===== src/amf_pkg.sv =====
// amf_pkg: constants for the accel output and sample queue readout block
// assumes one 8-bit register space reached by a serial register port
package amf_pkg;
  // ==========================================================
  // register offsets
  localparam logic [7:0] AMF_ADDR_STATUS = 8'h00; // sample_ready_status
  localparam logic [7:0] AMF_ADDR_X_HIGH = 8'h01; // accel_x_high
  localparam logic [7:0] AMF_ADDR_X_LOW  = 8'h02; // accel_x_low
  localparam logic [7:0] AMF_ADDR_Z_LOW  = 8'h06; // accel_z_low
  localparam logic [7:0] AMF_ADDR_SETUP  = 8'h09; // sample_queue_setup
  localparam logic [7:0] AMF_ADDR_TEMP   = 8'h51; // die_temperature
  // ==========================================================
  // field layout and reset values
  localparam int         AMF_MODE_MSB    = 7;
  localparam int         AMF_MODE_LSB    = 6;
  localparam int         AMF_WMRK_MSB    = 5;
  localparam int         AMF_READY_BIT   = 3;     // xyz ready in status
  localparam logic [7:0] AMF_SETUP_RST   = 8'h00;
  localparam logic [7:0] AMF_BYTE_RST    = 8'h00;
  localparam logic [1:0] AMF_MODE_OFF    = 2'h0;
  localparam logic [1:0] AMF_MODE_CIRC   = 2'h1;
  localparam logic [1:0] AMF_MODE_STOP   = 2'h2;
  localparam logic [1:0] AMF_MODE_TRIG   = 2'h3;
  localparam logic [1:0] AMF_MAG_OFF     = 2'h0;  // accelerometer only
  // ==========================================================
  // sizes and burst stream positions
  localparam int         AMF_DEPTH       = 32;
  localparam int         AMF_ACC_W       = 14;
  localparam int         AMF_MAG_W       = 16;
  localparam logic [3:0] AMF_POS_ACC_END = 4'h6;  // six accel bytes
  localparam logic [3:0] AMF_POS_HYB_END = 4'hc;  // twelve hybrid bytes
  localparam logic [3:0] AMF_POS_Z_HIGH  = 4'h4;
  localparam logic [3:0] AMF_POS_Z_LOW   = 4'h5;
endpackage : amf_pkg


===== src/amf_readout.sv =====
// amf_readout: accel output registers, 32-sample queue and burst readout
// assumes a serial engine on i_clk driving byte reads and writes, and a
// sensor front end whose sample clock and data come from another domain
`timescale 1ns/1ps
`default_nettype none

// ============================================================
// generic synchronous queue with flush
module amf_fifo #(
  parameter int W  = 42,
  parameter int D  = 32,
  parameter int AW = $clog2(D)
) (
  input  wire logic         i_clk,
  input  wire logic         i_reset_n,
  input  wire logic         i_flush,
  input  wire logic         i_in_valid,
  output logic              o_in_ready,
  input  wire logic [W-1:0] i_in_data,
  output logic              o_out_valid,
  input  wire logic         i_out_ready,
  output logic [W-1:0]      o_out_data,
  output logic [AW:0]       o_count
);
  logic [W-1:0]  mem_r [D];
  logic [AW-1:0] wp_r;
  logic [AW-1:0] rp_r;
  logic [AW:0]   cnt_r;
  logic          push;
  logic          pop;

  // a pop frees a slot in the same cycle, so a full queue can still take
  assign o_out_valid = (cnt_r != '0);
  assign pop         = o_out_valid & i_out_ready;
  assign o_in_ready  = (cnt_r != (AW+1)'(D)) | pop;
  assign push        = i_in_valid & o_in_ready;
  assign o_out_data  = mem_r[rp_r];
  assign o_count     = cnt_r;

  // storage, no reset needed on data
  always_ff @(posedge i_clk) begin
    if (push) begin
      mem_r[wp_r] <= i_in_data;
    end
  end

  // pointers and occupancy
  always_ff @(posedge i_clk or negedge i_reset_n) begin
    if (!i_reset_n) begin
      wp_r  <= '0;
      rp_r  <= '0;
      cnt_r <= '0;
    end else if (i_flush) begin
      wp_r  <= '0;
      rp_r  <= '0;
      cnt_r <= '0;
    end else begin
      if (push) begin
        wp_r <= (wp_r == AW'(D-1)) ? '0 : wp_r + 1'b1;
      end
      if (pop) begin
        rp_r <= (rp_r == AW'(D-1)) ? '0 : rp_r + 1'b1;
      end
      cnt_r <= cnt_r + (AW+1)'(push) - (AW+1)'(pop);
    end
  end
endmodule : amf_fifo

// ============================================================
// top: register space, sample capture and queue control
module amf_readout #(
  parameter int DEPTH = amf_pkg::AMF_DEPTH
) (
  input  wire logic        i_clk,
  input  wire logic        i_reset_n,
  input  wire logic        i_sample_clk,   // front-end sample strobe clock
  input  wire logic [13:0] i_x_sample,
  input  wire logic [13:0] i_y_sample,
  input  wire logic [13:0] i_z_sample,
  input  wire logic [15:0] i_mag_x,
  input  wire logic [15:0] i_mag_y,
  input  wire logic [15:0] i_mag_z,
  input  wire logic [7:0]  i_temp_raw,
  input  wire logic        i_active,       // 1 = active, 0 = standby
  input  wire logic        i_rate_change,  // auto sleep/wake pulse
  input  wire logic        i_fast_read,
  input  wire logic        i_hybrid,
  input  wire logic        i_hyb_autoinc,
  input  wire logic [1:0]  i_mag_mode,
  input  wire logic        i_trigger,      // queue trigger event pulse
  input  wire logic [7:0]  i_reg_addr,
  input  wire logic        i_rd_en,
  input  wire logic        i_rd_first,     // first byte of a burst
  input  wire logic        i_burst_end,
  input  wire logic        i_wr_en,
  input  wire logic [7:0]  i_wr_data,
  output logic [7:0]       o_rd_data,
  output logic             o_rd_valid,
  output logic [6:0]       o_fifo_count,
  output logic             o_fifo_ovf,
  output logic             o_fifo_wmrk,
  output logic             o_temp_valid
);
  localparam int AW = $clog2(DEPTH);
  localparam int SW = 3 * amf_pkg::AMF_ACC_W;

  logic [2:0]    clk_sync_r;              // [0] first stage only
  logic [SW-1:0] acc_meta_r;
  logic [SW-1:0] acc_sync_r;
  logic [47:0]   mag_meta_r;
  logic [47:0]   mag_sync_r;
  logic [7:0]    tmp_meta_r;
  logic [7:0]    tmp_sync_r;
  logic          new_sample;
  logic [SW-1:0] cur_r;
  logic [47:0]   mag_r;
  logic [7:0]    temp_r;
  logic [7:0]    setup_r;
  logic [1:0]    mode;
  logic [5:0]    wmrk;
  logic          ready_r;
  logic          active_r;
  logic          trig_r;
  logic          ovf_r;
  logic          flush;
  logic          q_in_valid;
  logic          q_out_valid;
  logic [SW-1:0] q_head;
  logic [AW:0]   q_count;
  logic          drop_old;
  logic          rd_pop;
  logic [6:0]    pre_lim;
  logic [7:0]    addr_r;
  logic          str_r;
  logic [3:0]    pos_r;
  logic          touched_r;
  logic [7:0]    addr;
  logic          in_str;
  logic [3:0]    pos;
  logic          direct;
  logic [7:0]    byte_sel;
  logic [7:0]    rd_data_r;
  logic          rd_valid_r;

  assign mode = setup_r[amf_pkg::AMF_MODE_MSB:amf_pkg::AMF_MODE_LSB];
  assign wmrk = setup_r[amf_pkg::AMF_WMRK_MSB:0];

  // ==========================================================
  // front-end crossing
  // data is held stable around the sample edge, so two flops per bit do
  always_ff @(posedge i_clk or negedge i_reset_n) begin
    if (!i_reset_n) begin
      clk_sync_r <= '0;
      acc_meta_r <= '0;
      acc_sync_r <= '0;
      mag_meta_r <= '0;
      mag_sync_r <= '0;
      tmp_meta_r <= '0;
      tmp_sync_r <= '0;
    end else begin
      clk_sync_r <= {clk_sync_r[1:0], i_sample_clk};
      acc_meta_r <= {i_x_sample, i_y_sample, i_z_sample};
      acc_sync_r <= acc_meta_r;
      mag_meta_r <= {i_mag_x, i_mag_y, i_mag_z};
      mag_sync_r <= mag_meta_r;
      tmp_meta_r <= i_temp_raw;
      tmp_sync_r <= tmp_meta_r;
    end
  end

  // rising edge seen on synced stages only
  assign new_sample = clk_sync_r[1] & ~clk_sync_r[2];

  // current sample, magnetic and temperature copies
  always_ff @(posedge i_clk or negedge i_reset_n) begin
    if (!i_reset_n) begin
      cur_r  <= '0;
      mag_r  <= '0;
      temp_r <= amf_pkg::AMF_BYTE_RST;
    end else if (new_sample) begin
      cur_r  <= acc_sync_r;
      mag_r  <= mag_sync_r;
      temp_r <= tmp_sync_r;
    end
  end

  // data ready flag: a new sample wins over the clearing read
  always_ff @(posedge i_clk or negedge i_reset_n) begin
    if (!i_reset_n) begin
      ready_r <= 1'b0;
    end else if (new_sample) begin
      ready_r <= 1'b1;
    end else if (i_rd_en && !in_str && addr == amf_pkg::AMF_ADDR_STATUS) begin
      ready_r <= 1'b0;
    end
  end

  // ==========================================================
  // setup register and queue control
  always_ff @(posedge i_clk or negedge i_reset_n) begin
    if (!i_reset_n) begin
      setup_r <= amf_pkg::AMF_SETUP_RST;
    end else if (i_wr_en && i_reg_addr == amf_pkg::AMF_ADDR_SETUP) begin
      setup_r <= i_wr_data;
    end
  end

  always_ff @(posedge i_clk or negedge i_reset_n) begin
    if (!i_reset_n) begin
      active_r <= 1'b0;
    end else begin
      active_r <= i_active;
    end
  end

  // mode off holds the queue empty, which also zeroes the count
  assign flush = (mode == amf_pkg::AMF_MODE_OFF) | i_rate_change
               | (i_active & ~active_r);

  // trigger latch, cleared with the queue
  always_ff @(posedge i_clk or negedge i_reset_n) begin
    if (!i_reset_n) begin
      trig_r <= 1'b0;
    end else if (flush) begin
      trig_r <= 1'b0;
    end else if (i_trigger && mode == amf_pkg::AMF_MODE_TRIG) begin
      trig_r <= 1'b1;
    end
  end

  // pre-trigger depth; a zero watermark keeps the full depth
  assign pre_lim = (wmrk == '0) ? 7'(DEPTH) : {1'b0, wmrk};

  // oldest dropped to make room: circular, or trigger before the event
  always_comb begin
    drop_old = 1'b0;
    if (new_sample) begin
      unique case (mode)
        amf_pkg::AMF_MODE_CIRC:
          drop_old = (q_count == (AW+1)'(DEPTH));
        amf_pkg::AMF_MODE_TRIG:
          drop_old = !trig_r && (7'(q_count) >= pre_lim);
        default:
          drop_old = 1'b0;                           // stop mode drops new
      endcase
    end
  end

  // every edge outside mode off offers a sample; a full stop-mode queue refuses it
  assign q_in_valid = new_sample & (mode != amf_pkg::AMF_MODE_OFF);

  amf_fifo #(
    .W  (SW),
    .D  (DEPTH),
    .AW (AW)
  ) u_fifo (
    .i_clk       (i_clk),
    .i_reset_n   (i_reset_n),
    .i_flush     (flush),
    .i_in_valid  (q_in_valid),
    .o_in_ready  (),
    .i_in_data   (acc_sync_r),
    .o_out_valid (q_out_valid),
    .i_out_ready (rd_pop | drop_old),
    .o_out_data  (q_head),
    .o_count     (q_count)
  );

  // overflow: set at full count wins over the clear by mode off
  always_ff @(posedge i_clk or negedge i_reset_n) begin
    if (!i_reset_n) begin
      ovf_r <= 1'b0;
    end else if (q_count == (AW+1)'(DEPTH)) begin
      ovf_r <= 1'b1;
    end else if (mode == amf_pkg::AMF_MODE_OFF) begin
      ovf_r <= 1'b0;
    end
  end

  assign o_fifo_ovf   = ovf_r;
  assign o_fifo_count = 7'(q_count);
  // level flag; never stops acceptance
  assign o_fifo_wmrk  = (wmrk != '0)
                      && (7'(q_count) >= {1'b0, wmrk});
  assign o_temp_valid = (i_mag_mode != amf_pkg::AMF_MAG_OFF);

  // ==========================================================
  // burst address walk
  // bytes 1..6 form a stream cursor so fast read and hybrid can reorder
  assign direct = i_rd_first;
  assign addr   = direct ? i_reg_addr : addr_r;
  assign in_str = direct ? (i_reg_addr >= amf_pkg::AMF_ADDR_X_HIGH
                            && i_reg_addr <= amf_pkg::AMF_ADDR_Z_LOW)
                         : str_r;
  assign pos    = direct ? 4'(i_reg_addr - amf_pkg::AMF_ADDR_X_HIGH)
                         : pos_r;

  always_ff @(posedge i_clk or negedge i_reset_n) begin
    if (!i_reset_n) begin
      addr_r <= '0;
      str_r  <= 1'b0;
      pos_r  <= '0;
    end else if (i_rd_en) begin
      if (in_str && !(direct && i_fast_read && pos[0])) begin
        // fast read steps two bytes, skipping the low halves
        if ((i_hybrid && i_hyb_autoinc
             && pos + (i_fast_read ? 4'h2 : 4'h1)
                < amf_pkg::AMF_POS_HYB_END)
            || pos + (i_fast_read ? 4'h2 : 4'h1)
               < amf_pkg::AMF_POS_ACC_END) begin
          str_r <= 1'b1;
          pos_r <= pos + (i_fast_read ? 4'h2 : 4'h1);
        end else begin
          str_r  <= 1'b0;
          addr_r <= amf_pkg::AMF_ADDR_Z_LOW + 8'h01;
        end
      end else if (!in_str && addr == amf_pkg::AMF_ADDR_STATUS) begin
        // status rolls straight into the output bytes
        str_r <= 1'b1;
        pos_r <= '0;
      end else begin
        str_r  <= 1'b0;
        addr_r <= addr + 8'h01;
      end
    end
  end

  // ==========================================================
  // read data selection
  function automatic logic [7:0] amf_acc_byte(input logic [SW-1:0] s,
                                              input logic [3:0]    p);
    logic [13:0] ax;
    ax = s[SW-1-14*(p>>1) -: 14];                     // x, y, z by pair
    // left justified: high = 13..6, low = 5..0 with two zero bits
    amf_acc_byte = p[0] ? {ax[5:0], 2'b00} : ax[13:6];
  endfunction : amf_acc_byte

  always_comb begin
    byte_sel = amf_pkg::AMF_BYTE_RST;
    if (in_str && pos < amf_pkg::AMF_POS_ACC_END) begin
      if (mode == amf_pkg::AMF_MODE_OFF) begin
        byte_sel = amf_acc_byte(cur_r, pos);
      end else if (direct && pos != '0) begin
        byte_sel = amf_pkg::AMF_BYTE_RST;
      end else if (q_out_valid) begin
        byte_sel = amf_acc_byte(q_head, pos);
      end
    end else if (in_str) begin
      byte_sel = pos[0] ? mag_r[47-8*(pos-6) -: 8]
                        : mag_r[47-8*(pos-6) -: 8];
    end else if (addr == amf_pkg::AMF_ADDR_STATUS) begin
      byte_sel = 8'(ready_r) << amf_pkg::AMF_READY_BIT;
    end else if (addr == amf_pkg::AMF_ADDR_SETUP) begin
      byte_sel = setup_r;
    end else if (addr == amf_pkg::AMF_ADDR_TEMP) begin
      byte_sel = temp_r;
    end
  end

  // ==========================================================
  // pop on reads of the queue head
  // the head is released once the last accel byte of the sample goes out,
  // or when the burst ends after X was read: the rest of it is lost
  assign rd_pop = q_out_valid && mode != amf_pkg::AMF_MODE_OFF
                && ((i_rd_en && in_str && !(direct && pos != '0)
                     && pos == (i_fast_read ? amf_pkg::AMF_POS_Z_HIGH
                                            : amf_pkg::AMF_POS_Z_LOW))
                    || (i_burst_end && touched_r));

  always_ff @(posedge i_clk or negedge i_reset_n) begin
    if (!i_reset_n) begin
      touched_r <= 1'b0;
    end else if (rd_pop || flush) begin
      touched_r <= 1'b0;
    end else if (i_rd_en && in_str && pos == '0 && q_out_valid) begin
      touched_r <= 1'b1;
    end
  end

  // registered answer one cycle after the strobe
  always_ff @(posedge i_clk or negedge i_reset_n) begin
    if (!i_reset_n) begin
      rd_data_r  <= amf_pkg::AMF_BYTE_RST;
      rd_valid_r <= 1'b0;
    end else begin
      rd_valid_r <= i_rd_en;
      if (i_rd_en) begin
        rd_data_r <= byte_sel;
      end
    end
  end

  assign o_rd_data  = rd_data_r;
  assign o_rd_valid = rd_valid_r;
endmodule : amf_readout

`default_nettype wire


===== config.mk =====
export PLATFORM = sky130hd
export DESIGN_NAME = amf_readout
export DESIGN_NICKNAME = d
export VERILOG_FILES = /design/src/amf_pkg.sv /design/src/amf_readout.sv
export SDC_FILE = /design/constraint.sdc
export NUM_CORES = 2
export LEC_CHECK = 0
export BUFFER_PORTS_ARGS = -buffer_cell sky130_fd_sc_hd__buf_2
export CORE_MARGIN = 2
export CORE_UTILIZATION = 40
export DETAILED_ROUTE_END_ITERATION = 8
export PLACE_DENSITY = 0.6
export SYNTH_ARGS = -nofsm -noshare
export SYNTH_HDL_FRONTEND = slang
export SYNTH_SLANG_ARGS = --single-unit

===== constraint.sdc =====
create_clock -name i_clk -period 7 [get_ports i_clk]
set_input_delay 1.4 -clock i_clk [delete_from_list [all_inputs] [get_ports i_clk]]
set_output_delay 1.4 -clock i_clk [all_outputs]
set_load 0.03 [all_outputs]

==> metrics.txt <==
antenna-violating nets left=0; WL/cell=30.92 um; final critical-path required period=5.944 ns; fmax=168.2 MHz; clk sinks=1,692; num rows=152; initial antenna violation count=5; Req. time, crit path=7.72 ns; Max clock buf depth=3; die width=420.3 um; gr usage total=a little under a quarter; post-synth top area share=58.23%; Worst Path Arrival=6.66 ns; core area=around 0.17 mm2; grt ovf=0; Mapped Nets=between 4,000 and 5,000; synthesized flop and latch total=between 1,500 and 2,000; Port Buffers=between 100 and 150; vias per cell=around 6; EDFF count, synth=between 1,000 and 1,500; Max Cap Viol=0; Worst Setup End Kind=flip-flop; Vias=39,850; Leak=25.87 nW; # IOs=between 100 and 150; Synth area leader=edfxtp_1; Initial Utilization=between 40% and 50%; fin cells=6,764; HPWL after DPL=128,800 um; crit-path max cell delay=around 0.94 ns; Critical Path Start Type=primary input; CTS Hold Buffers Added=0; async set or reset register ratio after synthesis=20.57%; Design Power=24.42 mW; global-route wire length before repair=294,400 um; CTS tree=done; Max-slew headroom=14.05%; post-synthesis mux area share=14.56%; peak supply drop=0.2693 mV; critical path cell sequence=buf_2 -> or4_1 -> a31oi_1 -> inv_1 -> fa_1 -> ha_1 -> fa_1 -> xnor2_1 -> buf_4 -> xnor2_1 -> nand2_1 -> or3_1 -> o2111a_1 -> or4_1 -> a21oi_1; Die Area=0.1766 mm2; area occupied by multi-input gates=0.01888 mm2; Final Skew=0.04082 ns; Post-synth top cells=edfxtp_1, mux2i_1, dfrtp_1; Post-Syn Instances=between 4,000 and 5,000; Setup TNS Final=0 ns; Final Net Count=~4,500; RSZ-0062 raised after global routing=false; Post-Syn Area=0.06931 mm2; Worst Hold Class=flip-flop to flip-flop; final hold violation count=0; Die H=~420 um; Residual DRC=0; Worst Tran Pin Value=roughly 1.3 ns; status=completed; CTS HTree Levels=4; post-layout util=46.11%; Skew-Pair Late Insertion Delay=slightly above 0.8 ns; Post-Synth Adder-Cell Area=0.9567%; TritonRoute pass-1 iters=8; Mean Syn Cell Area=17.11 um2; buffers inserted by post-CTS timing repair=0; largest family of logic cells by synthesized area=multiplexers; critical path's slowest cell=xnor2_1; Setup violations, final=0; Post-Route WL=209,200 um; Synth Area in Simple Gates=4.475%; share of layout cells above drive strength 1=22.01%; register area share after synthesis=70.79%; critical path class=primary input to flip-flop; max-slew violation count=0; Area Overhead vs Synth=14.36%; DRT iter0 DRCs=just under 5,000; CTS Buf Count=176; CTS Root Buffer Type=clkbuf_16; Post-Synth XOR/XNOR Area=0.2780%; CTS clk-pin slew, worst paths=roughly 0.070 ns; top_reg_cell synth=edfxtp_1; register area=~0.049 mm2; post-synthesis compound-gate area fraction=6.383%; top post-synthesis cells by area=edfxtp_1, dfrtp_1, mux2i_1; most common cell in the synthesized netlist=edfxtp_1; crit-path max FO=12; Filler cells=about 15,000; dpl cells=around 6,400; largest net degree at the start of global routing=roughly 120; GPL Wtd Cong=between 0.9 and 1; worst hold margin=0.3292 ns; post-CTS sizing=0; pwr dens=308.1 mW/mm2; vias in the first global route=38,870; count of different cell masters after synthesis=85; Ys Warns=0; fin crit share=84.91%
==> path summary, 6_finish.rpt <==
kind	from	to	slack, ns	cells after the start
setup / recovery	i_reg_addr[3]	o_rd_data[2]	1.06	15
hold / removal	mag_meta_r[6]	mag_sync_r[6]	0.33	0
setup reg to reg	pos_r[3]	o_rd_data[2]	1.95	14
hold reg to reg	mag_meta_r[6]	mag_sync_r[6]	0.33	0
max in group asynchronous	i_reset_n	acc_sync_r[13]	5.18	2
min in group asynchronous	i_reset_n	tmp_meta_r[2]	0.54	1
==> metrics by stage <==
step | setup slack (ns) | instance area, um2
2_1_floorplan | 0.02193 | 69310
3_3_place_gp | 0.3210 | 73480
3_5_place_dp | 0.3145 | 73480
4_1_cts | 1.171 | 79270
5_1_grt | 0.8728 | 79270
6_report | 1.056 | 79270
==> state kept, by name, summed over array words and instances, names as in the netlist, 3 cells and up <==
register,flops
u_fifo.mem_r,1344
cur_r,42
temp_r,8
clk_sync_r,3
addr_r,8
tmp_sync_r,8
o_rd_data,8
mag_sync_r,48
mag_meta_r,48
u_fifo.wp_r,5
pos_r,4
setup_r,8
mag_r,48
tmp_meta_r,8
u_fifo.rp_r,5
acc_sync_r,42
acc_meta_r,42
u_fifo.o_count,6
==> final cells by class <==
| type | instances | share of cell area, % |
|---|---|---|
| multi-input combinational | 2072 | 23.82 |
| antenna | 1 | 0.003157 |
| clock buffer | 241 | 6.172 |
| tap | 2310 | 3.646 |
| timing repair buffer | 324 | 3.110 |
| sequential | 1692 | 61.92 |
| clock inverter | 81 | 1.130 |
| inverter | 43 | 0.2068 |
==> placed cells by master, fill, tap and decap left out, types with 31 or more instances in the layout <==
cell type  instances
o22ai_1           71
ha_1              44
buf_12            31
nand3_1          115
nor3_1            45
buf_2            145
nor2_4            33
nand2_1          155
nor2_1            99
clkbuf_1          44
a22oi_1          177
a31oi_1           31
inv_1             40
dfrtp_1          343
clkbuf_16        179
mux2_2           131
mux2i_1          411
a21oi_1          110
o21ai_0           61
buf_4            147
mux4_2           173
edfxtp_1        1344
==> kinds of logic after synthesis <==
logic type      after synthesis
flops                      1692
mux                         738
compound gates              641
simple gates                620
buf+inv                     287
fa+ha+maj                    50
xor+xnor                     22
other cells                   1
==> routing by layer <==
layer | GRT usage [%] | routed length, um | vias up
li1 | - | - | 16730
met1 | 33.92 | 89010 | 21040
met2 | 36.64 | 97170 | 1779
met3 | 4.187 | 17220 | 293
met5 | 0 | 11 | -
met4 | 6.859 | 5760 | 2
==> power breakdown <==
part           total [mW]  internal [mW]  switching (mW)
logic                3.73           1.32            2.41
registers            11.3           11.1           0.268
clock network        9.37           5.37            4.00
total                24.4           17.7            6.67
==> critical path: cells and delay by family <==
family,cells,cell delay [ns]
compound gates,3,0.56
xor+xnor,2,1.12
fa+ha+maj,3,1.20
buf+inv,3,0.48
simple gates,4,1.90
No activity file was read; power rests on OpenSTA's default activity.
